`src/verilog/fwsc_pkg.sv`:
```
// What this block does
// - Two setup cycles after trigger before programming
// - Core halts only for final word write or row erase
// - Clocks and peripherals keep running while stalled
// - Latch-only load never stalls or programs array
// - Resume at third instruction after trigger
// - Erase-select makes trigger erase the row
// - High register upper 6 bits, low 8
`default_nettype none
package fwsc_pkg;
   // ------------------------------------------------------------
   // Register map (word aligned byte addresses)
   // ------------------------------------------------------------
   localparam logic [3:0] FWSC_CTRL_ADR = 4'h0; // Control: trigger, erase, latch, enable
   localparam logic [3:0] FWSC_UNLK_ADR = 4'h4; // Unlock key register
   localparam logic [3:0] FWSC_ADRH_ADR = 4'h8; // Address high
   localparam logic [3:0] FWSC_ADRL_ADR = 4'hC; // Address low
   // ------------------------------------------------------------
   // Control field positions
   // ------------------------------------------------------------
   localparam int FWSC_B_TRIG = 1; // Write trigger, set only
   localparam int FWSC_B_WEN = 2; // Write enable
   localparam int FWSC_B_ERR = 3; // Write aborted flag
   localparam int FWSC_B_ERASE = 4; // Erase select
   localparam int FWSC_B_LATCH = 5; // Latch-only load
   // ------------------------------------------------------------
   // Keys, widths and timing
   // ------------------------------------------------------------
   localparam logic [7:0] FWSC_KEY1 = 8'h55; // First unlock key
   localparam logic [7:0] FWSC_KEY2 = 8'hAA; // Second unlock key
   localparam int FWSC_AH_W = 6; // High address bits
   localparam int FWSC_AL_W = 8; // Low address bits
   localparam logic [1:0] FWSC_SETUP_CYC = 2'h2; // Preparation cycles
   localparam int FWSC_CLK_MHZ = 100; // System clock rate
   localparam int FWSC_WRITE_US = 2000; // Timed write, 2 ms
   localparam int FWSC_WRITE_CYC = FWSC_WRITE_US * FWSC_CLK_MHZ; // Cycles for timed write
   // ------------------------------------------------------------
   // Sequencer states, one-hot
   // ------------------------------------------------------------
   typedef enum logic [3:0] {
      FWSC_IDLE = 4'h1, // Waiting for trigger
      FWSC_SETUP = 4'h2, // Preparing operation
      FWSC_BUSY = 4'h4, // Array timed write
      FWSC_DONE = 4'h8 // Release stall
   } fwsc_state_t;
   // Command handed to the flash array
   typedef struct packed {
      logic start; // One-cycle start pulse
      logic erase; // Row erase instead of program
      logic latch; // Latch load only
      logic [FWSC_AH_W+FWSC_AL_W-1:0] addr; // Full 14-bit address
   } fwsc_cmd_t;
endpackage
`default_nettype wire

```
`src/verilog/fwsc_timer.sv`:
```
`timescale 1ns/1ps
`default_nettype none
// Down counter for the self-timed write
module fwsc_timer
   import fwsc_pkg::*;
#(
   parameter int CNT_W = 18
) (
   // Clock and control
   input wire logic clk_i,
   input wire logic rst_i,
   input wire logic ce_i,
   // Load and status
   input wire logic load_i,
   input wire logic [CNT_W-1:0] count_i,
   output logic expired_o
);
   // ------------------------------------------------------------
   // State
   // ------------------------------------------------------------
   typedef struct packed {
      logic [CNT_W-1:0] cnt; // Remaining cycles
      logic exp; // Expiry pulse
   } fwsc_tmr_t;
   fwsc_tmr_t s_r;
   fwsc_tmr_t s_nxt;
   // Next state
   always_comb begin
      s_nxt = s_r;
      s_nxt.exp = 1'b0;
      if (load_i) begin
         s_nxt.cnt = count_i;
      end else if (s_r.cnt != '0) begin
         s_nxt.cnt = s_r.cnt - 1'b1;
         s_nxt.exp = (s_r.cnt == {{(CNT_W-1){1'b0}}, 1'b1});
      end
   end
   // Register, frozen when clock enable low
   always_ff @(posedge clk_i) begin
      if (rst_i) begin
         s_r <= '0;
      end else if (ce_i) begin
         s_r <= s_nxt;
      end
   end
   assign expired_o = s_r.exp;
endmodule
`default_nettype wire

```
`src/verilog/fwsc_top.sv`:
```
// The register addresses and register access over Wishbone were decided locally.
`timescale 1ns/1ps
`default_nettype none
module fwsc_top
   import fwsc_pkg::*;
#(
   parameter int WRITE_CYC = FWSC_WRITE_CYC, // Timed write length in cycles
   parameter int CNT_W = 18 // Timer width, must hold WRITE_CYC
) (
   // Clock, reset, enable
   input wire logic clk_i,
   input wire logic rst_i,
   input wire logic ce_i,
   // Wishbone slave
   input wire logic wb_cyc_i,
   input wire logic wb_stb_i,
   input wire logic wb_we_i,
   input wire logic [3:0] wb_adr_i,
   input wire logic [3:0] wb_sel_i,
   input wire logic [31:0] wb_dat_i,
   output logic [31:0] wb_dat_o,
   output logic wb_ack_o,
   // Core stall, array command
   output logic stall_o,
   output fwsc_cmd_t cmd_o,
   input wire logic array_done_i
);
   // ------------------------------------------------------------
   // State
   // ------------------------------------------------------------
   typedef struct packed {
      fwsc_state_t st; // Sequencer state
      logic [1:0] setup; // Setup cycles left
      logic [1:0] key; // Unlock progress
      logic trig; // Write trigger
      logic wen; // Write enable
      logic err; // Aborted write
      logic erase; // Erase select
      logic latch; // Latch-only load
      logic [FWSC_AH_W-1:0] ah; // Address high
      logic [FWSC_AL_W-1:0] al; // Address low
      logic stall; // Core halt
      fwsc_cmd_t cmd; // Array command
      logic ack; // Bus acknowledge
      logic [31:0] dat; // Bus read data
   } fwsc_regs_t;
   fwsc_regs_t s_r;
   fwsc_regs_t s_nxt;
   logic tmr_exp; // Timed write elapsed
   logic tmr_load; // Start timed write
   logic acc; // New bus access
   logic wr_lo; // Write to byte lane 0
   // Access decode, ack drops after one cycle
   assign acc = wb_cyc_i && wb_stb_i && !s_r.ack;
   assign wr_lo = acc && wb_we_i && wb_sel_i[0];
   assign tmr_load = (s_r.st == FWSC_SETUP) && (s_r.setup == 2'h1) && !s_r.latch;
   // Control byte as software sees it
   function automatic logic [7:0] ctrl_byte(input fwsc_regs_t s);
      logic [7:0] b;
      b = 8'h00;
      b[FWSC_B_TRIG] = s.trig;
      b[FWSC_B_WEN] = s.wen;
      b[FWSC_B_ERR] = s.err;
      b[FWSC_B_ERASE] = s.erase;
      b[FWSC_B_LATCH] = s.latch;
      return b;
   endfunction
   // ------------------------------------------------------------
   // Next state
   // ------------------------------------------------------------
   always_comb begin
      s_nxt = s_r;
      s_nxt.ack = acc;
      s_nxt.cmd.start = 1'b0;
      s_nxt.cmd.addr = {s_r.ah, s_r.al};
      // Register reads
      if (acc && !wb_we_i) begin
         if (wb_adr_i == FWSC_CTRL_ADR) begin
            s_nxt.dat = {24'h000000, ctrl_byte(s_r)};
         end else if (wb_adr_i == FWSC_ADRH_ADR) begin
            s_nxt.dat = {26'h0000000, s_r.ah};
         end else if (wb_adr_i == FWSC_ADRL_ADR) begin
            s_nxt.dat = {24'h000000, s_r.al};
         end else begin
            s_nxt.dat = 32'h00000000; // Unlock and unmapped read zero
         end
      end
      // Register writes; config frozen while operation runs
      if (wr_lo) begin
         if (wb_adr_i == FWSC_UNLK_ADR) begin
            if (wb_dat_i[7:0] == FWSC_KEY1) begin
               s_nxt.key = 2'h1;
            end else if (wb_dat_i[7:0] == FWSC_KEY2 && s_r.key == 2'h1) begin
               s_nxt.key = 2'h2;
            end else begin
               s_nxt.key = 2'h0;
            end
         end else if (wb_adr_i == FWSC_CTRL_ADR) begin
            s_nxt.key = 2'h0; // Any other write breaks the sequence
            if (s_r.st == FWSC_IDLE) begin
               s_nxt.wen = wb_dat_i[FWSC_B_WEN];
               s_nxt.erase = wb_dat_i[FWSC_B_ERASE];
               s_nxt.latch = wb_dat_i[FWSC_B_LATCH];
               s_nxt.err = s_r.err & wb_dat_i[FWSC_B_ERR];
               if (wb_dat_i[FWSC_B_TRIG]) begin
                  if (s_r.key == 2'h2 && wb_dat_i[FWSC_B_WEN]) begin
                     s_nxt.trig = 1'b1; // Software can only set it
                     s_nxt.st = FWSC_SETUP;
                     s_nxt.setup = FWSC_SETUP_CYC;
                  end else begin
                     s_nxt.err = 1'b1; // Unlock missing or write enable clear
                  end
               end
            end
         end else if (wb_adr_i == FWSC_ADRH_ADR && s_r.st == FWSC_IDLE) begin
            s_nxt.ah = wb_dat_i[FWSC_AH_W-1:0];
            s_nxt.key = 2'h0;
         end else if (wb_adr_i == FWSC_ADRL_ADR && s_r.st == FWSC_IDLE) begin
            s_nxt.al = wb_dat_i[FWSC_AL_W-1:0];
            s_nxt.key = 2'h0;
         end else begin
            s_nxt.key = 2'h0;
         end
      end else if (acc && wb_we_i) begin
         s_nxt.key = 2'h0;
      end
      // Sequencer
      case (s_r.st)
         FWSC_IDLE: begin
            s_nxt.stall = 1'b0;
         end
         FWSC_SETUP: begin
            // Two cycles the core spends on the no-ops
            s_nxt.setup = s_r.setup - 2'h1;
            if (s_r.setup == 2'h1) begin
               s_nxt.cmd.start = 1'b1;
               s_nxt.cmd.erase = s_r.erase;
               s_nxt.cmd.latch = s_r.latch;
               if (s_r.latch) begin
                  s_nxt.st = FWSC_DONE;
               end else begin
                  s_nxt.stall = 1'b1;
                  s_nxt.st = FWSC_BUSY;
               end
            end
         end
         FWSC_BUSY: begin
            // Only execution halts; the block has no clock gating
            if (tmr_exp || array_done_i) begin
               s_nxt.st = FWSC_DONE;
            end
         end
         FWSC_DONE: begin
            s_nxt.stall = 1'b0;
            s_nxt.trig = 1'b0;
            s_nxt.st = FWSC_IDLE;
         end
         default: begin
            s_nxt.st = FWSC_IDLE;
         end
      endcase
   end
   // Register all state
   always_ff @(posedge clk_i) begin
      if (rst_i) begin
         s_r <= '0;
         s_r.st <= FWSC_IDLE;
      end else if (ce_i) begin
         s_r <= s_nxt;
      end
   end
   // ------------------------------------------------------------
   // Timed write counter
   // ------------------------------------------------------------
   fwsc_timer #(
      .CNT_W(CNT_W)
   ) u_timer (
      .clk_i(clk_i),
      .rst_i(rst_i),
      .ce_i(ce_i),
      .load_i(tmr_load),
      .count_i(CNT_W'(WRITE_CYC)),
      .expired_o(tmr_exp)
   );
   assign wb_ack_o = s_r.ack;
   assign wb_dat_o = s_r.dat;
   assign stall_o = s_r.stall;
   assign cmd_o = s_r.cmd;
endmodule
`default_nettype wire
```
`config.mk`:
```
export PLATFORM = sky130hd
export DESIGN_NAME = fwsc_top
export DESIGN_NICKNAME = d
export VERILOG_FILES = /design/src/verilog/fwsc_pkg.sv /design/src/verilog/fwsc_timer.sv /design/src/verilog/fwsc_top.sv
export SDC_FILE = /design/constraint.sdc
export NUM_CORES = 1
export LEC_CHECK = 0
export BUFFER_PORTS_ARGS = -buffer_cell sky130_fd_sc_hd__buf_2
export CAP_MARGIN = 10
export CORE_MARGIN = 4
export CORE_UTILIZATION = 48
export DETAILED_ROUTE_END_ITERATION = 8
export PLACE_DENSITY = 0.72
export REMOVE_ABC_BUFFERS = 1
export SLEW_MARGIN = 20
export SYNTH_ARGS = -nofsm -noshare
export SYNTH_HDL_FRONTEND = slang
export SYNTH_SLANG_ARGS = --single-unit
```
`constraint.sdc`:
```
create_clock -name clk_i -period 1.85 [get_ports clk_i]
set_input_delay 0.0925 -clock clk_i [delete_from_list [all_inputs] [get_ports clk_i]]
set_output_delay 0.0925 -clock clk_i [all_outputs]
set_load 0.01 [all_outputs]
```
==> impl_metrics.tcl, run 1 <==
set metrics [dict create \
    drive_gt1_share_pct 24.75 \
    die_area_um2 9600 \
    period_share_pct 101.2 \
    antenna_found_initial 0 \
    synth-edff-count 0 \
    multi_input_area_um2 2077 \
    num_rows 32 \
    viasPerCell 5.545 \
    critical_path_class "flop to flop" \
    diodes 0 \
    layout_common_cells "dfxtp_1, nor2_1, buf_2" \
    r2r_start "u_timer.s_r[5]$_SDFFE_PP0P_" \
    cp-end-kind "flop" \
    ys_ff_latch 73 \
    ir_worst_vdd_mv 0.6064 \
    clkTransAtPathRegs_ns 0.09 \
    violations "negative setup slack" \
    yosys.area.top_type "dfxtp_1" \
    core_um2 7807 \
    cts_inserted_buffers 9 \
    crit_arrival_ns 2.11 \
    slowest_stage "or4_4" \
    hpwl_mm 7.132 \
    grt_use_met1_pct 24.37 \
    crit_fanout 2 \
    finalPower_w 0.005625 \
    drt_pass1_iterations 4 \
    clockRootBuffer "clkbuf_8" \
    routed-via-count 3388 \
    postSynth.asyncResetShare_pct 0 \
    cts.sinks 73 \
    syn_to_final_growth_pct 15.16 \
    status "finished with violations" \
    worstSkewPairLatency_ns 0.35 \
    grt_setup_unrepaired "true" \
    setup_ws_ns -0.02128 \
    postCtsHoldBufs 0 \
    fin_crit_ns 1.871 \
    power_leakage_nw 1.925 \
    grt_pass1_wl_mm 15.83 \
    crit_chain "or3_4, or4_4, or4_1, o211a_1" \
    cp-start-kind "flop" \
    wl_mm 9.475 \
    slowest_delay_ns 0.43 \
    cts_max_level 3 \
    die_x_um 97.98 \
    synthesis.area_um2 3886 \
    holdCritStartpoint "wb_dat_i[6]" \
    syn_avg_cell_area_um2 8.522 \
    synth-warning-count 0 \
    synth_top_area_share_pct 37.60 \
    use_met2_pct 34.66 \
    num-nets-final 555 \
    cts_tree "built" \
    start_util_pct 49.78 \
    synth_cells 456 \
    timing_hold_violations_final 0 \
    synth_top_flop_cell "dfxtp_1" \
    grt_max_degree 22 \
    worst_ep_required_time_ns 2.09 \
    gp_congestion 0.8900 \
    post-place-ws_ns -0.03311 \
    ys_types 55 \
    ys_top_cells_by_area "dfxtp_1, mux2i_1, buf_4" \
    seq_area_um2 1464 \
    startpoint "u_timer.s_r[5]$_SDFFE_PP0P_" \
    fp.dieH_um 97.98 \
    fillCellCount 731 \
    grt_pass1_vias 3310 \
    final_util_pct 57.32 \
    yosysSeqAreaShare_pct 37.60 \
    drc_errors 0 \
    busiest_layer "met2" \
    first_iter_violations 145 \
    hold_path_class "input port to flop" \
    track_usage_pct 20.08 \
    drtAntennaViolNets 0 \
    wl_per_cell_um 15.51 \
    numPortBuffers 46 \
    io-pin-count 98 \
    final_common_cell "dfxtp_1" \
    clock_tree.buffer_depth 2 \
    grt_overflow_total 0 \
    setup_viol 1 \
    cellPowerDensity_nw_per_um2 1257 \
    fmaxAchievable_ghz 0.5344 \
    drv_slew 0 \
    drv_cap 0 \
    use_met3_pct 5.571 \
    fin_skew_ns 0.01270 \
]
flip-flops by register name, summed over array words and instances, names as in the netlist:
signal and flops:
cmd_o 17, s_nxt 14, s_r 13, stall_o 1, u_timer.expired_o 1, u_timer.s_r 18
wb_ack_o 1, wb_dat_o 8
timing repair:
| action | 4_1_cts | 5_1_grt |
|---|---|---|
| endpoints found under the setup margin | 3 | 18 |
| resized for setup | 5 | 14 |
| pin swaps | 0 | 3 |
| cloned | 0 | 1 |
| buffers inserted | 0 | 0 |
metrics by stage:
step / std cells / hold slack (ns) / instance area, um2 / setup TNS (ns)
2_1_floorplan: 403 / 0.1616 / 3495 / -7.299
3_3_place_gp: 594 / 0.3705 / 4175 / -0.02105
3_5_place_dp: 594 / 0.3929 / 4175 / -0.03311
4_1_cts: 610 / 0.01514 / 4399 / -0.02679
5_1_grt: 611 / 0.02126 / 4476 / -0.06028
6_report: 611 / 0.03132 / 4476 / -0.02128
layer usage:
metal	wire length, um	vias to the layer above
met4	121	0
met5	0	-
met1	4083	1631
li1	-	1660
met3	510	9
met2	4760	88
area by class of cell:
cell class                 instances  area share (%)
multi-input combinational        322           46.41
inverter                           8          0.6710
timing repair buffer              90           12.61
clock buffer                      10           3.075
clock inverter                     6           1.677
tap                              102           2.852
sequential                        73           32.71
worst paths after layout:
check | to | slack (ns) | cells past startpoint
setup / recovery | u_timer.s_r[18]$_SDFFE_PP0P_ | -0.02 | 4
hold / removal | s_nxt[39]$_SDFFE_PP0P_ | 0.03 | 3
hold reg to reg | cmd_o[14]$_SDFFE_PP0P_ | 0.46 | 2
setup reg to reg | u_timer.s_r[18]$_SDFFE_PP0P_ | -0.02 | 4
synthesized netlist by cell type, types with 5 or more instances:
master    instances
o31ai_1           5
nor4_1            5
a211oi_1          7
a21oi_1          26
nor4b_1           5
and3_1            5
a31oi_1           8
o21ai_0           9
dfxtp_1          73
inv_1             8
or3_1             6
nor3_1           11
buf_4            50
nand4_1           8
nand3_1          10
nor2_1           49
mux2i_1          43
nand2_1          37
clkbuf_1         19
where the power goes:
group,switching (W),internal [W]
sequential,0.000158,0.00175
combinational,0.00124,0.00115
clock,0.000649,0.000678
total,0.00205,0.00357
cell families (layout without fill, tap and decap cells):
logic type / count (synthesis) / count (layout) / synth area share, %
AND/OR/NAND/NOR: 172 / 172 / 23.44
XOR/XNOR: 2 / 2 / 0.4508
buffers and inverters: 84 / 114 / 13.07
AO/OA/AOI/OAI: 76 / 76 / 12.69
adder cells (fa/ha/maj): 4 / 4 / 1.288
flip-flops: 73 / 73 / 37.60
other: 1 / 24 / 0.09649
multiplexers: 44 / 44 / 11.37
critical path: cells and delay by family, from the launching register on:
family	cells	cell delay, ns
DFF	1	0.32
AOI/OAI and AO/OA	1	0.21
and+or+nand+nor	3	1.23
Note: power is estimated with default switching activity, not from simulation.
==> run 2, diff against run 1 <==
--- a/config.mk
+++ b/config.mk
@@ -8,10 +8,9 @@
 export BUFFER_PORTS_ARGS = -buffer_cell sky130_fd_sc_hd__buf_2
 export CAP_MARGIN = 10
 export CORE_MARGIN = 4
-export CORE_UTILIZATION = 48
+export CORE_UTILIZATION = 40
 export DETAILED_ROUTE_END_ITERATION = 8
-export PLACE_DENSITY = 0.72
-export REMOVE_ABC_BUFFERS = 1
+export PLACE_DENSITY = 0.61
 export SLEW_MARGIN = 20
 export SYNTH_ARGS = -nofsm -noshare
 export SYNTH_HDL_FRONTEND = slang
==> run 2 against run 1 <==
  * Clock-buffer cell count did not move
  * Clock power increased by 14%
  * Largest cell class unchanged
  * Via count fell by 1.5%
  * Sequential power barely moved
  * The run still ends with negative setup slack left
  * Register-to-register slack barely moved
  * Highest routed layer unchanged
  * Wire length up 0.75%
==> impl_metrics.tcl, run 2 (same netlist as run 1, synthesis figures left out) <==
set metrics [dict create \
    regMostFlops "u_timer.s_r" \
    clock_tree.buffer_depth 2 \
    dp_cells 618 \
    final_common_cell "dfxtp_1" \
    holdCritStartpoint "wb_dat_i[7]" \
    critical_path_class "flop to flop" \
    fmaxAchievable_ghz 0.5356 \
    grt_use_met1_pct 24.25 \
    crit_fanout 2 \
    crit_arrival_ns 2.11 \
    setup_ws_ns -0.01708 \
    routed-via-count 3338 \
    worstHoldEndpoint "s_nxt[40]$_SDFFE_PP0P_" \
    placed_cell_area_um2 4199 \
    hold_path_class "input port to flop" \
    grt_setup_unrepaired "true" \
    clockRootBuffer "clkbuf_8" \
    use_met3_pct 4.189 \
    track_usage_pct 16.94 \
    drv_slew 0 \
    layout_common_cells "dfxtp_1, nor2_1, buf_2" \
    drtAntennaViolNets 0 \
    final_cells 634 \
    grt_overflow_total 0 \
    cts_tree "built" \
    busiest_layer "met2" \
    num-nets-final 551 \
    status "finished with violations" \
    diodes 0 \
    drv_cap 0 \
    largest_reg_flops 18 \
    cellPowerDensity_nw_per_um2 1281 \
    wl_per_cell_um 15.06 \
    die_area_um2 11360 \
    ir_worst_vdd_mv 0.6392 \
    die_x_um 106.6 \
    clkTransAtPathRegs_ns 0.08 \
    final_area_um2 4492 \
    use_met2_pct 25.81 \
    grt_pass1_wl_mm 15.61 \
    grt_max_degree 35 \
    grt_pass1_vias 3118 \
    wl_mm 9.546 \
    syn_to_final_growth_pct 15.58 \
    setup_viol 1 \
    drive_gt1_share_pct 23.76 \
    drc_errors 0 \
    hold_path_depth 3 \
    r2r-end "u_timer.s_r[18]$_SDFFE_PP0P_" \
    cp-start-kind "flop" \
    gp_congestion 0.8452 \
    antenna_found_initial 0 \
    r2r_start "u_timer.s_r[5]$_SDFFE_PP0P_" \
    core_um2 9328 \
    io-pin-count 98 \
    fin_skew_ns 0.01424 \
    drt_pass1_iterations 4 \
    viasPerCell 5.265 \
    cts_inserted_buffers 9 \
    violations "negative setup slack" \
    r2r_slack_ns -0.02 \
    postCtsHoldBufs 0 \
    start_util_pct 41.66 \
    worstSkewPairLatency_ns 0.35 \
    worst_ep_required_time_ns 2.09 \
    numPortBuffers 46 \
    cp-end-kind "flop" \
    cts.sinks 73 \
    first_iter_violations 291 \
    timing_hold_violations_final 0 \
    power_leakage_nw 1.913 \
    period_share_pct 100.9 \
    fin_crit_ns 1.867 \
    cts_max_level 3 \
    num_rows 35 \
    hpwl_mm 6.947 \
    rr_worst_depth 4 \
    fp.dieH_um 106.6 \
]
[run 2: layer usage]
layer | vias to the layer above | share of wire [%]
met5 | - | 0
met4 | 0 | 1.6
met3 | 14 | 6.3
met2 | 114 | 47
met1 | 1559 | 45
li1 | 1651 | -
[run 2: area by class of cell]
type	instances	area [um2]
Timing Repair Buffer	86	543.0
Tap cell	129	161.4
Clock buffer	10	127.6
Inverter	8	30.03
Fill cell	904	4836
Clock inverter	6	115.1
Multi-Input combinational cell	322	2051
Sequential cell	73	1464
[run 2: timing repair]
| action | 4_1_cts | 5_1_grt |
|---|---|---|
| gates resized for setup | 3 | 12 |
| endpoints found under the hold margin | 0 | 0 |
| setup buffers | 0 | 0 |
| setup endpoints to repair | 1 | 18 |
| pin swaps | 1 | 2 |
[run 2: power breakdown]
part           total, W  leakage [nW]  switching [W]  internal, W
registers       0.00191         0.591       0.000160      0.00175
clock network   0.00152         0.117       0.000620     0.000904
logic           0.00232          1.20        0.00120      0.00112
[run 2: worst max-delay path, stage by stage (launching register included)]
cell     delay (ns)
dfxtp_2        0.33
or3_4          0.40
or4_4          0.42
or4_1          0.40
o211a_1        0.22
[run 2: worst max-delay path by stage]
stage | depth (start not counted) | startpoint | slack (ns) | to
global placement | 4 | u_timer.s_r[5]$_SDFFE_PP0P_ | -0.003 | u_timer.s_r[18]$_SDFFE_PP0P_
detailed placement | 4 | u_timer.s_r[5]$_SDFFE_PP0P_ | -0.03 | u_timer.s_r[18]$_SDFFE_PP0P_
global route | 4 | u_timer.s_r[5]$_SDFFE_PP0P_ | -0.07 | u_timer.s_r[18]$_SDFFE_PP0P_
finish | 4 | u_timer.s_r[5]$_SDFFE_PP0P_ | -0.02 | u_timer.s_r[18]$_SDFFE_PP0P_
floorplan | 7 | u_timer.s_r[1]$_SDFFE_PP0P_ | 0.004 | u_timer.s_r[13]$_SDFFE_PP0P_
CTS | 4 | u_timer.s_r[5]$_SDFFE_PP0P_ | -0.01 | u_timer.s_r[18]$_SDFFE_PP0P_
[run 2: through the flow]
step | TNS (ns) | hold WS (ns) | worst slack [ns] | power (W) | util, %
5_1_grt | -0.1008 | 0.03443 | -0.07325 | 0.006138 | 48.16
4_1_cts | -0.01128 | 0.008261 | -0.01128 | 0.005646 | 47.73
6_report | -0.01708 | 0.01740 | -0.01708 | 0.005752 | 48.16
3_5_place_dp | -0.03149 | 0.3683 | -0.03149 | 0.004068 | 45.02
3_3_place_gp | -0.003247 | 0.3702 | -0.003247 | 0.004028 | 45.02
2_1_floorplan | 0 | 0.2364 | 0.003744 | 0.003257 | -
